### src/logic/himg_pkg.sv
// package of the interrupt mask gate: register map, field layout, reset values
// assumes an ahb-lite slave with 32-bit data, single word transfers only
package himg_pkg;

    // ------------------------------------------------------------
    // register map
    // ------------------------------------------------------------
    localparam logic [7:0] HIMG_OFF_ENABLE_SET = 8'h88;
    localparam logic [7:0] HIMG_OFF_ENABLE_CLEAR = 8'h8c;
    localparam logic [7:0] HIMG_OFF_EVENT_VIEW = 8'h90;

    // ------------------------------------------------------------
    // field positions
    // ------------------------------------------------------------
    localparam int HIMG_BIT_GLOBAL_IRQ_GATE = 31;
    localparam int HIMG_BIT_MAKER_EXTRA_SOURCE = 30;
    localparam int HIMG_BIT_LINK_REG_VALUE_ARRIVED = 26;
    localparam int HIMG_BIT_OVERLONG_CYCLE = 25;
    localparam int HIMG_BIT_FATAL_FAULT = 24;
    localparam int HIMG_BIT_CYCLE_TIMER_MISMATCH = 23;
    localparam int HIMG_BIT_MISSED_CYCLE_START = 22;
    localparam int HIMG_BIT_TIMER_SECONDS_ROLLOVER = 21;
    localparam int HIMG_BIT_NEW_CYCLE_BEGAN = 20;
    localparam int HIMG_BIT_LINK_STATUS_XFER = 19;
    localparam int HIMG_BIT_SERIAL_BUS_REINIT = 17;
    localparam int HIMG_BIT_IDENTITY_STREAM_DONE = 16;
    localparam int HIMG_BIT_LOCK_REPLY_FAILED = 9;
    localparam int HIMG_BIT_BUFFERED_WRITE_FAULT = 8;
    localparam int HIMG_BIT_STREAM_RECEIVE_DMA_IRQ = 7;
    localparam int HIMG_BIT_STREAM_TRANSMIT_DMA_IRQ = 6;
    localparam int HIMG_BIT_REPLY_PACKET_STORED = 5;
    localparam int HIMG_BIT_REQUEST_PACKET_STORED = 4;
    localparam int HIMG_BIT_ASYNC_REPLY_RX_DMA = 3;
    localparam int HIMG_BIT_ASYNC_REQUEST_RX_DMA = 2;
    localparam int HIMG_BIT_REPLY_SEND_DONE = 1;
    localparam int HIMG_BIT_REQUEST_SEND_DONE = 0;

    // writable mask positions; unused_bits 29..27, 18, 15..10 are zero here
    localparam logic [31:0] HIMG_WRITABLE = 32'hc7fb_03ff;
    // sources that can raise the line: all writable bits except the gate
    localparam logic [31:0] HIMG_SOURCES = 32'h47fb_03ff;
    localparam logic [31:0] HIMG_MASK_RESET = 32'h0000_0000;

    // ------------------------------------------------------------
    // ahb constants
    // ------------------------------------------------------------
    localparam logic [1:0] HIMG_HTRANS_NONSEQ = 2'b10;
    localparam logic [1:0] HIMG_HTRANS_SEQ = 2'b11;
    localparam logic [2:0] HIMG_HSIZE_WORD = 3'b010;

    // bus transfer kind captured in the address phase
    typedef enum logic [1:0] {
        HIMG_OP_NONE = 2'b00,
        HIMG_OP_READ = 2'b01,
        HIMG_OP_SET = 2'b10,
        HIMG_OP_CLEAR = 2'b11
    } himg_op_t;

    // ahb request carrier
    typedef struct packed {
        logic hsel;
        logic [7:0] haddr;
        logic [1:0] htrans;
        logic hwrite;
        logic [2:0] hsize;
        logic hready;
    } himg_ahb_req_t;

endpackage

### src/logic/himg_gate.sv
// combine per-source enables with event bits into one interrupt request
// assumes event bits arrive as synchronous levels from the event register
`timescale 1ns/1ps
module himg_gate (
    input wire logic [31:0] mask,
    input wire logic [31:0] events,
    output logic [31:0] pending,
    output logic irq_raw
);
    import himg_pkg::*;

    // per-source and, then or over sources, then the global gate
    always_comb begin
        pending = mask & events & HIMG_SOURCES;
        irq_raw = mask[HIMG_BIT_GLOBAL_IRQ_GATE] & (|pending);
    end

endmodule

### src/logic/himg_top.sv
// interrupt mask gate: set/clear mask register on ahb-lite and interrupt line
// assumes one 20 mhz clock, async active-low reset, ahb master with single words
// Function
// - reads at set and clear addresses both return the one mask register
// - with global gate set, irq follows enabled sources
// - with global gate clear, irq stays low whatever else holds
// - maker extra source raises irq only when mask 30 and event 30 set
// - link register arrived source needs mask 26 and event 26
// - overlong cycle source needs mask 25 and event 25
// - fatal fault source needs mask 24 and event 24
// - cycle timer mismatch source needs mask 23 and event 23
// - missed cycle needs bit 22 pair, seconds rollover bit 21 pair
// - new cycle began source needs mask 20 and event 20
// - link status transfer source needs mask 19 and event 19
// - bus reinit needs bit 17 pair, identity stream done bit 16 pair
// - lock reply failed bit 9 pair, buffered write fault bit 8 pair
// - stream receive dma bit 7 pair, stream transmit dma bit 6 pair
// - reply packet stored bit 5 pair, request packet stored bit 4 pair
// - async reply rx dma bit 3 pair, async request rx dma bit 2 pair
// - reply send done bit 1 pair, request send done bit 0 pair
// - unused bits 29..27, 18, 15..10 ignore writes and read zero
`timescale 1ns/1ps
module himg_top (
    input wire logic hclk,
    input wire logic hresetn,
    input wire logic hsel,
    input wire logic [7:0] haddr,
    input wire logic [1:0] htrans,
    input wire logic hwrite,
    input wire logic [2:0] hsize,
    input wire logic [31:0] hwdata,
    input wire logic hready,
    output logic [31:0] hrdata,
    output logic hreadyout,
    output logic hresp,
    input wire logic [31:0] event_bits,
    output logic irq_out,
    output logic [31:0] mask_out
);
    import himg_pkg::*;

    // ------------------------------------------------------------
    // state
    // ------------------------------------------------------------
    typedef struct packed {
        himg_op_t op;
        logic [7:0] addr;
        logic [31:0] mask;
        logic [31:0] rdata;
        logic irq;
    } himg_state_t;

    himg_state_t state_reg;
    himg_state_t state_next;
    himg_ahb_req_t req;
    logic [31:0] pending;
    logic irq_raw;
    logic [31:0] mask_after;

    // decoding of an address-phase address, used by the read path and the mask read check
    function automatic logic is_mask_addr(input logic [7:0] a);
        is_mask_addr = (a == HIMG_OFF_ENABLE_SET) || (a == HIMG_OFF_ENABLE_CLEAR);
    endfunction

    // one source pair behind the global gate, shared by the per-source checks
    function automatic logic pair_on(input logic [31:0] m, input logic [31:0] e, input int b);
        pair_on = m[HIMG_BIT_GLOBAL_IRQ_GATE] && m[b] && e[b];
    endfunction

    // ------------------------------------------------------------
    // bus request bundle
    // ------------------------------------------------------------
    always_comb begin
        req.hsel = hsel;
        req.haddr = haddr;
        req.htrans = htrans;
        req.hwrite = hwrite;
        req.hsize = hsize;
        req.hready = hready;
    end

    // gate of enabled sources against events
    himg_gate u_gate (
        .mask(state_reg.mask),
        .events(event_bits),
        .pending(pending),
        .irq_raw(irq_raw)
    );

    // ------------------------------------------------------------
    // next state
    // ------------------------------------------------------------
    always_comb begin
        state_next = state_reg;
        mask_after = state_reg.mask;
        // data phase: apply write to the mask
        unique case (state_reg.op)
            HIMG_OP_SET: begin
                mask_after = state_reg.mask | (hwdata & HIMG_WRITABLE);
            end
            HIMG_OP_CLEAR: begin
                mask_after = state_reg.mask & ~(hwdata & HIMG_WRITABLE);
            end
            HIMG_OP_READ, HIMG_OP_NONE: begin
                mask_after = state_reg.mask;
            end
        endcase
        state_next.mask = mask_after & HIMG_WRITABLE;
        // address phase: capture a valid transfer
        state_next.op = HIMG_OP_NONE;
        state_next.addr = req.haddr;
        if (req.hsel && req.hready && (req.htrans == HIMG_HTRANS_NONSEQ || req.htrans == HIMG_HTRANS_SEQ)) begin
            if (!req.hwrite) begin
                state_next.op = HIMG_OP_READ;
            end else if (req.haddr == HIMG_OFF_ENABLE_SET) begin
                state_next.op = HIMG_OP_SET;
            end else if (req.haddr == HIMG_OFF_ENABLE_CLEAR) begin
                state_next.op = HIMG_OP_CLEAR;
            end
        end
        // read data prepared for the following data phase
        state_next.rdata = 32'h0000_0000;
        if (state_next.op == HIMG_OP_READ) begin
            if (is_mask_addr(req.haddr)) begin
                state_next.rdata = mask_after & HIMG_WRITABLE;
            end else if (req.haddr == HIMG_OFF_EVENT_VIEW) begin
                state_next.rdata = pending;
            end
        end
        // registered interrupt line
        state_next.irq = irq_raw;
    end

    // ------------------------------------------------------------
    // registers
    // ------------------------------------------------------------
    always_ff @(posedge hclk or negedge hresetn) begin
        if (!hresetn) begin
            state_reg.op <= HIMG_OP_NONE;
            state_reg.addr <= 8'h00;
            state_reg.mask <= HIMG_MASK_RESET;
            state_reg.rdata <= 32'h0000_0000;
            state_reg.irq <= 1'b0;
        end else begin
            state_reg <= state_next;
        end
    end

    // outputs: zero wait states, always okay
    assign hreadyout = 1'b1;
    assign hresp = 1'b0;
    assign hrdata = state_reg.rdata;
    assign irq_out = state_reg.irq;
    assign mask_out = state_reg.mask;

    // ------------------------------------------------------------
    // assertions
    // ------------------------------------------------------------
    // helper: write data of the last data phase, declared before the checks use it
    logic [31:0] hwdata_q;
    always_ff @(posedge hclk or negedge hresetn) begin
        if (!hresetn) begin
            hwdata_q <= 32'h0000_0000;
        end else begin
            hwdata_q <= hwdata;
        end
    end

    property p_read_mask;
        @(posedge hclk) disable iff (!hresetn)
        (hsel && hready && htrans == HIMG_HTRANS_NONSEQ && !hwrite && is_mask_addr(haddr)
            && state_reg.op == HIMG_OP_NONE)
            |=> (hrdata == state_reg.mask);
    endproperty
    a_read_mask: assert property (p_read_mask) else $error("mask read mismatch");

    property p_gate_on;
        @(posedge hclk) disable iff (!hresetn)
        (state_reg.mask[HIMG_BIT_GLOBAL_IRQ_GATE] && |(state_reg.mask & event_bits & HIMG_SOURCES))
            |=> irq_out;
    endproperty
    a_gate_on: assert property (p_gate_on) else $error("irq missing with gate on");

    property p_gate_off;
        @(posedge hclk) disable iff (!hresetn)
        !state_reg.mask[HIMG_BIT_GLOBAL_IRQ_GATE] |=> !irq_out;
    endproperty
    a_gate_off: assert property (p_gate_off) else $error("irq with gate off");

    property p_maker_source;
        @(posedge hclk) disable iff (!hresetn)
        (state_reg.mask == 32'hc000_0000 && event_bits == 32'h4000_0000) |=> irq_out;
    endproperty
    a_maker_source: assert property (p_maker_source) else $error("maker source ignored");

    property p_pair_needed;
        @(posedge hclk) disable iff (!hresetn)
        ((state_reg.mask & event_bits & HIMG_SOURCES) == 32'h0000_0000) |=> !irq_out;
    endproperty
    a_pair_needed: assert property (p_pair_needed) else $error("irq without a pair");

    property p_reserved_zero;
        @(posedge hclk) disable iff (!hresetn)
        1'b1 |-> ((mask_out & ~HIMG_WRITABLE) == 32'h0000_0000);
    endproperty
    a_reserved_zero: assert property (p_reserved_zero) else $error("reserved mask bit set");

    property p_set_write;
        @(posedge hclk) disable iff (!hresetn)
        (state_reg.op == HIMG_OP_SET) |=> ((mask_out & (hwdata_q & HIMG_WRITABLE)) == (hwdata_q & HIMG_WRITABLE));
    endproperty
    a_set_write: assert property (p_set_write) else $error("set write lost");

    property p_clear_write;
        @(posedge hclk) disable iff (!hresetn)
        (state_reg.op == HIMG_OP_CLEAR) |=> ((mask_out & hwdata_q) == 32'h0000_0000);
    endproperty
    a_clear_write: assert property (p_clear_write) else $error("clear write lost");

    property p_idle_hold;
        @(posedge hclk) disable iff (!hresetn)
        (state_reg.op == HIMG_OP_NONE || state_reg.op == HIMG_OP_READ) |=> $stable(mask_out);
    endproperty
    a_idle_hold: assert property (p_idle_hold) else $error("mask changed without write");

    property p_set_addr;
        @(posedge hclk) disable iff (!hresetn)
        (state_reg.op == HIMG_OP_SET) |-> (state_reg.addr == HIMG_OFF_ENABLE_SET);
    endproperty
    a_set_addr: assert property (p_set_addr) else $error("set applied off its address");

    property p_clear_addr;
        @(posedge hclk) disable iff (!hresetn)
        (state_reg.op == HIMG_OP_CLEAR) |-> (state_reg.addr == HIMG_OFF_ENABLE_CLEAR);
    endproperty
    a_clear_addr: assert property (p_clear_addr) else $error("clear applied off its address");

    property p_write_keep;
        @(posedge hclk) disable iff (!hresetn)
        (state_reg.op == HIMG_OP_SET || state_reg.op == HIMG_OP_CLEAR)
            |=> ((mask_out & ~hwdata_q) == ($past(mask_out) & ~hwdata_q));
    endproperty
    a_write_keep: assert property (p_write_keep) else $error("bit written with zero changed");

    property p_rdata_idle;
        @(posedge hclk) disable iff (!hresetn)
        !(hsel && hready && !hwrite && (htrans == HIMG_HTRANS_NONSEQ || htrans == HIMG_HTRANS_SEQ))
            |=> (hrdata == 32'h0000_0000);
    endproperty
    a_rdata_idle: assert property (p_rdata_idle) else $error("read data outside a read");

    property p_event_view;
        @(posedge hclk) disable iff (!hresetn)
        (hsel && hready && htrans == HIMG_HTRANS_NONSEQ && !hwrite && haddr == HIMG_OFF_EVENT_VIEW)
            |=> (hrdata == ($past(mask_out) & $past(event_bits) & HIMG_SOURCES));
    endproperty
    a_event_view: assert property (p_event_view) else $error("pending view mismatch");

    // ------------------------------------------------------------
    // per-source pairs behind the global gate
    // ------------------------------------------------------------
    property p_link_reg_pair;
        @(posedge hclk) disable iff (!hresetn)
        pair_on(mask_out, event_bits, HIMG_BIT_LINK_REG_VALUE_ARRIVED) |=> irq_out;
    endproperty
    a_link_reg_pair: assert property (p_link_reg_pair) else $error("link register source ignored");

    property p_overlong_pair;
        @(posedge hclk) disable iff (!hresetn)
        pair_on(mask_out, event_bits, HIMG_BIT_OVERLONG_CYCLE) |=> irq_out;
    endproperty
    a_overlong_pair: assert property (p_overlong_pair) else $error("overlong cycle source ignored");

    property p_fatal_pair;
        @(posedge hclk) disable iff (!hresetn)
        pair_on(mask_out, event_bits, HIMG_BIT_FATAL_FAULT) |=> irq_out;
    endproperty
    a_fatal_pair: assert property (p_fatal_pair) else $error("fatal fault source ignored");

    property p_mismatch_pair;
        @(posedge hclk) disable iff (!hresetn)
        pair_on(mask_out, event_bits, HIMG_BIT_CYCLE_TIMER_MISMATCH) |=> irq_out;
    endproperty
    a_mismatch_pair: assert property (p_mismatch_pair) else $error("timer mismatch source ignored");

    property p_cycle_loss_pairs;
        @(posedge hclk) disable iff (!hresetn)
        (pair_on(mask_out, event_bits, HIMG_BIT_MISSED_CYCLE_START)
            || pair_on(mask_out, event_bits, HIMG_BIT_TIMER_SECONDS_ROLLOVER)) |=> irq_out;
    endproperty
    a_cycle_loss_pairs: assert property (p_cycle_loss_pairs) else $error("cycle timing source ignored");

    property p_new_cycle_pair;
        @(posedge hclk) disable iff (!hresetn)
        pair_on(mask_out, event_bits, HIMG_BIT_NEW_CYCLE_BEGAN) |=> irq_out;
    endproperty
    a_new_cycle_pair: assert property (p_new_cycle_pair) else $error("new cycle source ignored");

    property p_link_status_pair;
        @(posedge hclk) disable iff (!hresetn)
        pair_on(mask_out, event_bits, HIMG_BIT_LINK_STATUS_XFER) |=> irq_out;
    endproperty
    a_link_status_pair: assert property (p_link_status_pair) else $error("link status source ignored");

    property p_bus_init_pairs;
        @(posedge hclk) disable iff (!hresetn)
        (pair_on(mask_out, event_bits, HIMG_BIT_SERIAL_BUS_REINIT)
            || pair_on(mask_out, event_bits, HIMG_BIT_IDENTITY_STREAM_DONE)) |=> irq_out;
    endproperty
    a_bus_init_pairs: assert property (p_bus_init_pairs) else $error("bus init source ignored");

    property p_fault_pairs;
        @(posedge hclk) disable iff (!hresetn)
        (pair_on(mask_out, event_bits, HIMG_BIT_LOCK_REPLY_FAILED)
            || pair_on(mask_out, event_bits, HIMG_BIT_BUFFERED_WRITE_FAULT)) |=> irq_out;
    endproperty
    a_fault_pairs: assert property (p_fault_pairs) else $error("reply or write fault source ignored");

    property p_stream_dma_pairs;
        @(posedge hclk) disable iff (!hresetn)
        (pair_on(mask_out, event_bits, HIMG_BIT_STREAM_RECEIVE_DMA_IRQ)
            || pair_on(mask_out, event_bits, HIMG_BIT_STREAM_TRANSMIT_DMA_IRQ)) |=> irq_out;
    endproperty
    a_stream_dma_pairs: assert property (p_stream_dma_pairs) else $error("stream dma source ignored");

    property p_packet_pairs;
        @(posedge hclk) disable iff (!hresetn)
        (pair_on(mask_out, event_bits, HIMG_BIT_REPLY_PACKET_STORED)
            || pair_on(mask_out, event_bits, HIMG_BIT_REQUEST_PACKET_STORED)) |=> irq_out;
    endproperty
    a_packet_pairs: assert property (p_packet_pairs) else $error("packet stored source ignored");

    property p_async_rx_pairs;
        @(posedge hclk) disable iff (!hresetn)
        (pair_on(mask_out, event_bits, HIMG_BIT_ASYNC_REPLY_RX_DMA)
            || pair_on(mask_out, event_bits, HIMG_BIT_ASYNC_REQUEST_RX_DMA)) |=> irq_out;
    endproperty
    a_async_rx_pairs: assert property (p_async_rx_pairs) else $error("async receive source ignored");

    property p_send_done_pairs;
        @(posedge hclk) disable iff (!hresetn)
        (pair_on(mask_out, event_bits, HIMG_BIT_REPLY_SEND_DONE)
            || pair_on(mask_out, event_bits, HIMG_BIT_REQUEST_SEND_DONE)) |=> irq_out;
    endproperty
    a_send_done_pairs: assert property (p_send_done_pairs) else $error("send done source ignored");

endmodule

### config.mk
export PLATFORM = sky130hd
export DESIGN_NAME = himg_top
export DESIGN_NICKNAME = d
export VERILOG_FILES = /design/src/logic/himg_pkg.sv /design/src/logic/himg_gate.sv /design/src/logic/himg_top.sv
export SDC_FILE = /design/constraint.sdc
export NUM_CORES = 1
export LEC_CHECK = 0
export BUFFER_PORTS_ARGS = -buffer_cell sky130_fd_sc_hd__buf_4
export CAP_MARGIN = 20
export CORE_ASPECT_RATIO = 1.25
export CORE_MARGIN = 3
export CORE_UTILIZATION = 40
export CTS_CLUSTER_DIAMETER = 150
export DETAILED_ROUTE_END_ITERATION = 10
export PLACE_DENSITY_LB_ADDON = 0.15
export SETUP_SLACK_MARGIN = 0.1
export SYNTH_ARGS = -nofsm -noshare
export SYNTH_HDL_FRONTEND = slang
export SYNTH_SLANG_ARGS = --single-unit
### constraint.sdc
create_clock -name hclk -period 1.3 [get_ports hclk]
set_input_delay 0.26 -clock hclk [delete_from_list [all_inputs] [get_ports hclk]]
set_output_delay 0.26 -clock hclk [all_outputs]
set_load 0.1 [all_outputs]
# == After elaboration in Yosys (flattened, before gate mapping) ==
# Cells that the tools add are included.
# Widths: inputs -> output; s select.
# op_classes
muxes,8
reduce_logical,7
n_eq_ne,9
bitwise,5
# ops
op,count
$pmux 32 s3,1
$mux 32,2
$and 32x32->32,1
$not 32->32,1
$or 32x32->32,1
$and 31x31->31,1
$mux 31,1
$eq 8x8->1 const B,3
$reduce_or 21->1,1
$eq 2x2->1 const B,4
$mux 2,4
$eq 2x1->1 const B,2
$logic_and 1x1->1,2
$logic_not 2->1,1
$logic_or 1x1->1,2
$reduce_or 2->1,1
$and 1x1->1,1
# word_totals
input_bits,82
word_cells,33
output_inout_bits,67
reg_bits,57

# == Longest topological paths before layout ==
# depth
depth_word,7
mapped_depth,5
ltp_nobuf,4

# == By module ==
# From an unflattened synthesis, not the netlist that was laid out.
# unflattened
hier_cells,332
hier_area_um2,3220.6
# modules_own_cells
mod,area_each_um2,seq_area_each_um2,instances,cells_per_inst
himg_top,2932.8,1426.4,1,290
himg_gate,287.8,0.0,1,42

# == Worst setup path before layout ==
# No wires, ideal clock.
# synth_path
kind,in2reg
from,input port haddr[6]
to,register state_reg (netlist bit hrdata[16])
cell_stages,5
slack_ns,-0.269
arrival_time_ns,1.497
path_cell_list,or4b_4 -> nor4b_4 -> buf_6 -> a32oi_1 -> nor2_1
# synth_rtl
element,line_no,text
from (decl),himg_top.sv:27,"input wire logic [7:0] haddr,"
to (signal assigned),himg_top.sv:145,state_reg <= state_next;
to (decl),himg_top.sv:53,himg_state_t state_reg;

==> out/qor.txt <==
Synth area leaders: dfrtp_1 (46%), buf_4 (19%), mux2i_1 (7.8%)
Lkg Pwr: 2.10 nW
Syn Inst Count: 256
Die height: 95.6 um
Final WL: 7390 um
Worst hold slack: 0.138 ns
Crit Path Class: primary input to flop
Tot Pwr: 3.14 mW
Max Root-Sink Buffers: 2
RSZ-0062 raised after global routing: true
Largest net degree at the start of global routing: 24
Num CTS Buffers: 5
I/O pins: 149
Switching Share: 0.300
Netlist Area Pre-Place: 2570 sq um
Initial antenna violation count: 0
Final HPWL DP: 4560 um
VDD IR max: 0.591 mV
CP arrival: 1.68 ns
Num Clock Sinks: 47
# nets final: 433
Fin worst setup slack: -0.154 ns
Initial Util: 0.414
Core area: 6210 sq um
Net Sw Power: 0.943 mW
Crit path time final: 1.45 ns
Drt drc: 0
Layout area overhead: 57.1%
Synth Register Bits: 47
Avg Cell Area, Syn: 10.0 sq um
Logic gate share of total power: 0.182
Vias in the first global route: 2,187
Finish-stage setup viols: 25
Fmax: 688 MHz
Die ar.: 7430 sq um
Crit start category: primary input
Worst Path Required: 1.53 ns
Final hold violation count: 0
Final slew viol count: 0
Power per standard cell area: 778 nW/um^2
Latest clock arrival within the worst-skew pair: 0.30 ns
PortBufs: 101
Via count: 2,060
Drt first pass iters: 4
WL/cell: 16.9 um
CP max FO: 6
Initial drt markers: 70
Max Cap Viol: 0
Worst Hold Class: primary input to flop
Power Internal: 2.20 mW
Failing checks: setup timing
CTS tree: yes
Rows: 32
First-pass GRT wire length: 11,000 um
Outcome: finished with violations
Seq/Total Area, Yosys: 0.457
Critical Path Sink Type: flop
Routed Antenna Nets: 0
Clock network power share: 0.351
Total grt overflow: 0
Post-DR vias/cell: 4.71
Final period utilization: 1.12
Fillcell total: 505
Setup Skew: 0.00708 ns
Die width: 77.7 um
Max H-tree Level: 2
Clock transition at path regs: 0.10 ns
Antenna Diode Count: 0
Layout cells sized above 1: 0.491
Synth warn: 0
Part of the power in registers: 0.467
Synth top area share: 0.457
Post-synth cell types: 27
Root Driver: clkbuf_8
Post-synth top area cell: dfrtp_1
GP Congestion: 0.785
Total GRT Usage: 0.192
==> final cells by class <==
type,instances,area [sq um],area share
clock buffer,5,68.8,0.0170
timing repair buffer,144,1620,0.400
sequential,47,1180,0.293
tap,85,106,0.0263
clock inverter,3,43.8,0.0108
inverter,20,75.1,0.0186
multi-input combinational,133,946,0.234
==> worst max-delay path, cell delays in order <==
cell and delay, ns:
buf_6 0.09, or4b_4 0.57, nor4b_4 0.25, buf_4 0.20, buf_12 0.13, a32oi_1 0.05, nor2_1 0.13
==> synth_stat cells, drive strengths merged <==
master,count
o21ai,1
a22oi,7
nand2b,2
nand3,3
or4b,1
a222oi,1
a22o,1
mux2i,20
conb,2
inv,20
buf,70
nor4b,1
nor2,21
dfrtp,47
a31oi,1
clkbuf,6
a21oi,1
a221oi,1
and3,2
o31a,1
nand2,23
and4b,1
a32oi,21
nor4,1
a21boi,1
==> path summary, 6_finish.rpt <==
| check | from | end | slack [ns] | cells past startpoint |
|---|---|---|---|---|
| max in group asynchronous | hresetn | mask_out[30] | 0.53 | 3 |
| worst min register to register | mask_out[6] | mask_out[6] | 0.63 | 2 |
| min in group asynchronous | hresetn | mask_out[20] | 0.35 | 2 |
| worst max-delay path | haddr[0] | hrdata[6] | -0.15 | 7 |
| worst max register to register | mask_out[3] | irq_out | -0.12 | 3 |
| worst min-delay path | hwrite | state_reg[73] | 0.14 | 2 |
==> cell usage in the layout (no fill, tap or decap), types with 2 or more instances in the layout <==
cell type,instances
dfrtp_2,6
conb_1,22
inv_1,20
and3_1,2
a32oi_1,11
nor2_1,21
clkbuf_8,5
a32oi_2,10
buf_4,79
buf_16,2
nand3_1,3
a22oi_1,7
dfrtp_1,41
mux2i_1,20
nand2b_1,2
buf_12,28
nand2_1,22
buf_6,33
==> power by group through the flow <==
| stage | sequential, mW | combinational [mW] | clock, mW |
|---|---|---|---|
| after floorplan | 1.50 | 0.382 | 0 |
| after global placement | 1.50 | 0.544 | 0 |
| after detailed placement | 1.50 | 0.544 | 0 |
| after CTS | 1.47 | 0.562 | 1.12 |
| after global routing | 1.47 | 0.600 | 1.18 |
| final | 1.47 | 0.572 | 1.10 |
==> metrics by stage <==
| step | cells | area [sq um] | utilization | setup slack, ns | TNS [ns] |
|---|---|---|---|---|---|
| after floorplan | 276 | 2650 | - | -0.267 | -5.97 |
| after global placement | 405 | 3170 | 0.511 | -0.430 | -9.73 |
| after detailed placement | 405 | 3170 | 0.511 | -0.469 | -10.28 |
| after CTS | 432 | 3840 | 0.618 | -0.121 | -2.27 |
| after global routing | 437 | 4040 | 0.651 | -0.208 | -4.64 |
| final | 437 | 4040 | 0.651 | -0.154 | -3.09 |
==> kinds of logic after synthesis <==
kind of cell	synth area share
AO/OA/AOI/OAI	0.115
buffers and inverters	0.243
flip-flops	0.457
multiplexers	0.0779
other	0.00292
AND/OR/NAND/NOR	0.103
==> per-layer routing <==
| layer | vias up | GRT usage | part of all wire |
|---|---|---|---|
| met2 | 81 | 0.358 | 0.53 |
| li1 | 969 | - | - |
| met1 | 999 | 0.218 | 0.38 |
| met3 | 11 | 0.0539 | 0.071 |
| met5 | - | 0 | 0 |
| met4 | 0 | 0.0430 | 0.015 |
==> what timing repair did <==
action	CTS	global route
gates cloned	2	1
buffers inserted	16	5
hold buffers	1	0
setup endpoints to repair	55	63
pin swaps	10	23
endpoints found under the hold margin	13	0
resized for setup	91	34
Power figures use the tool's default switching activity.
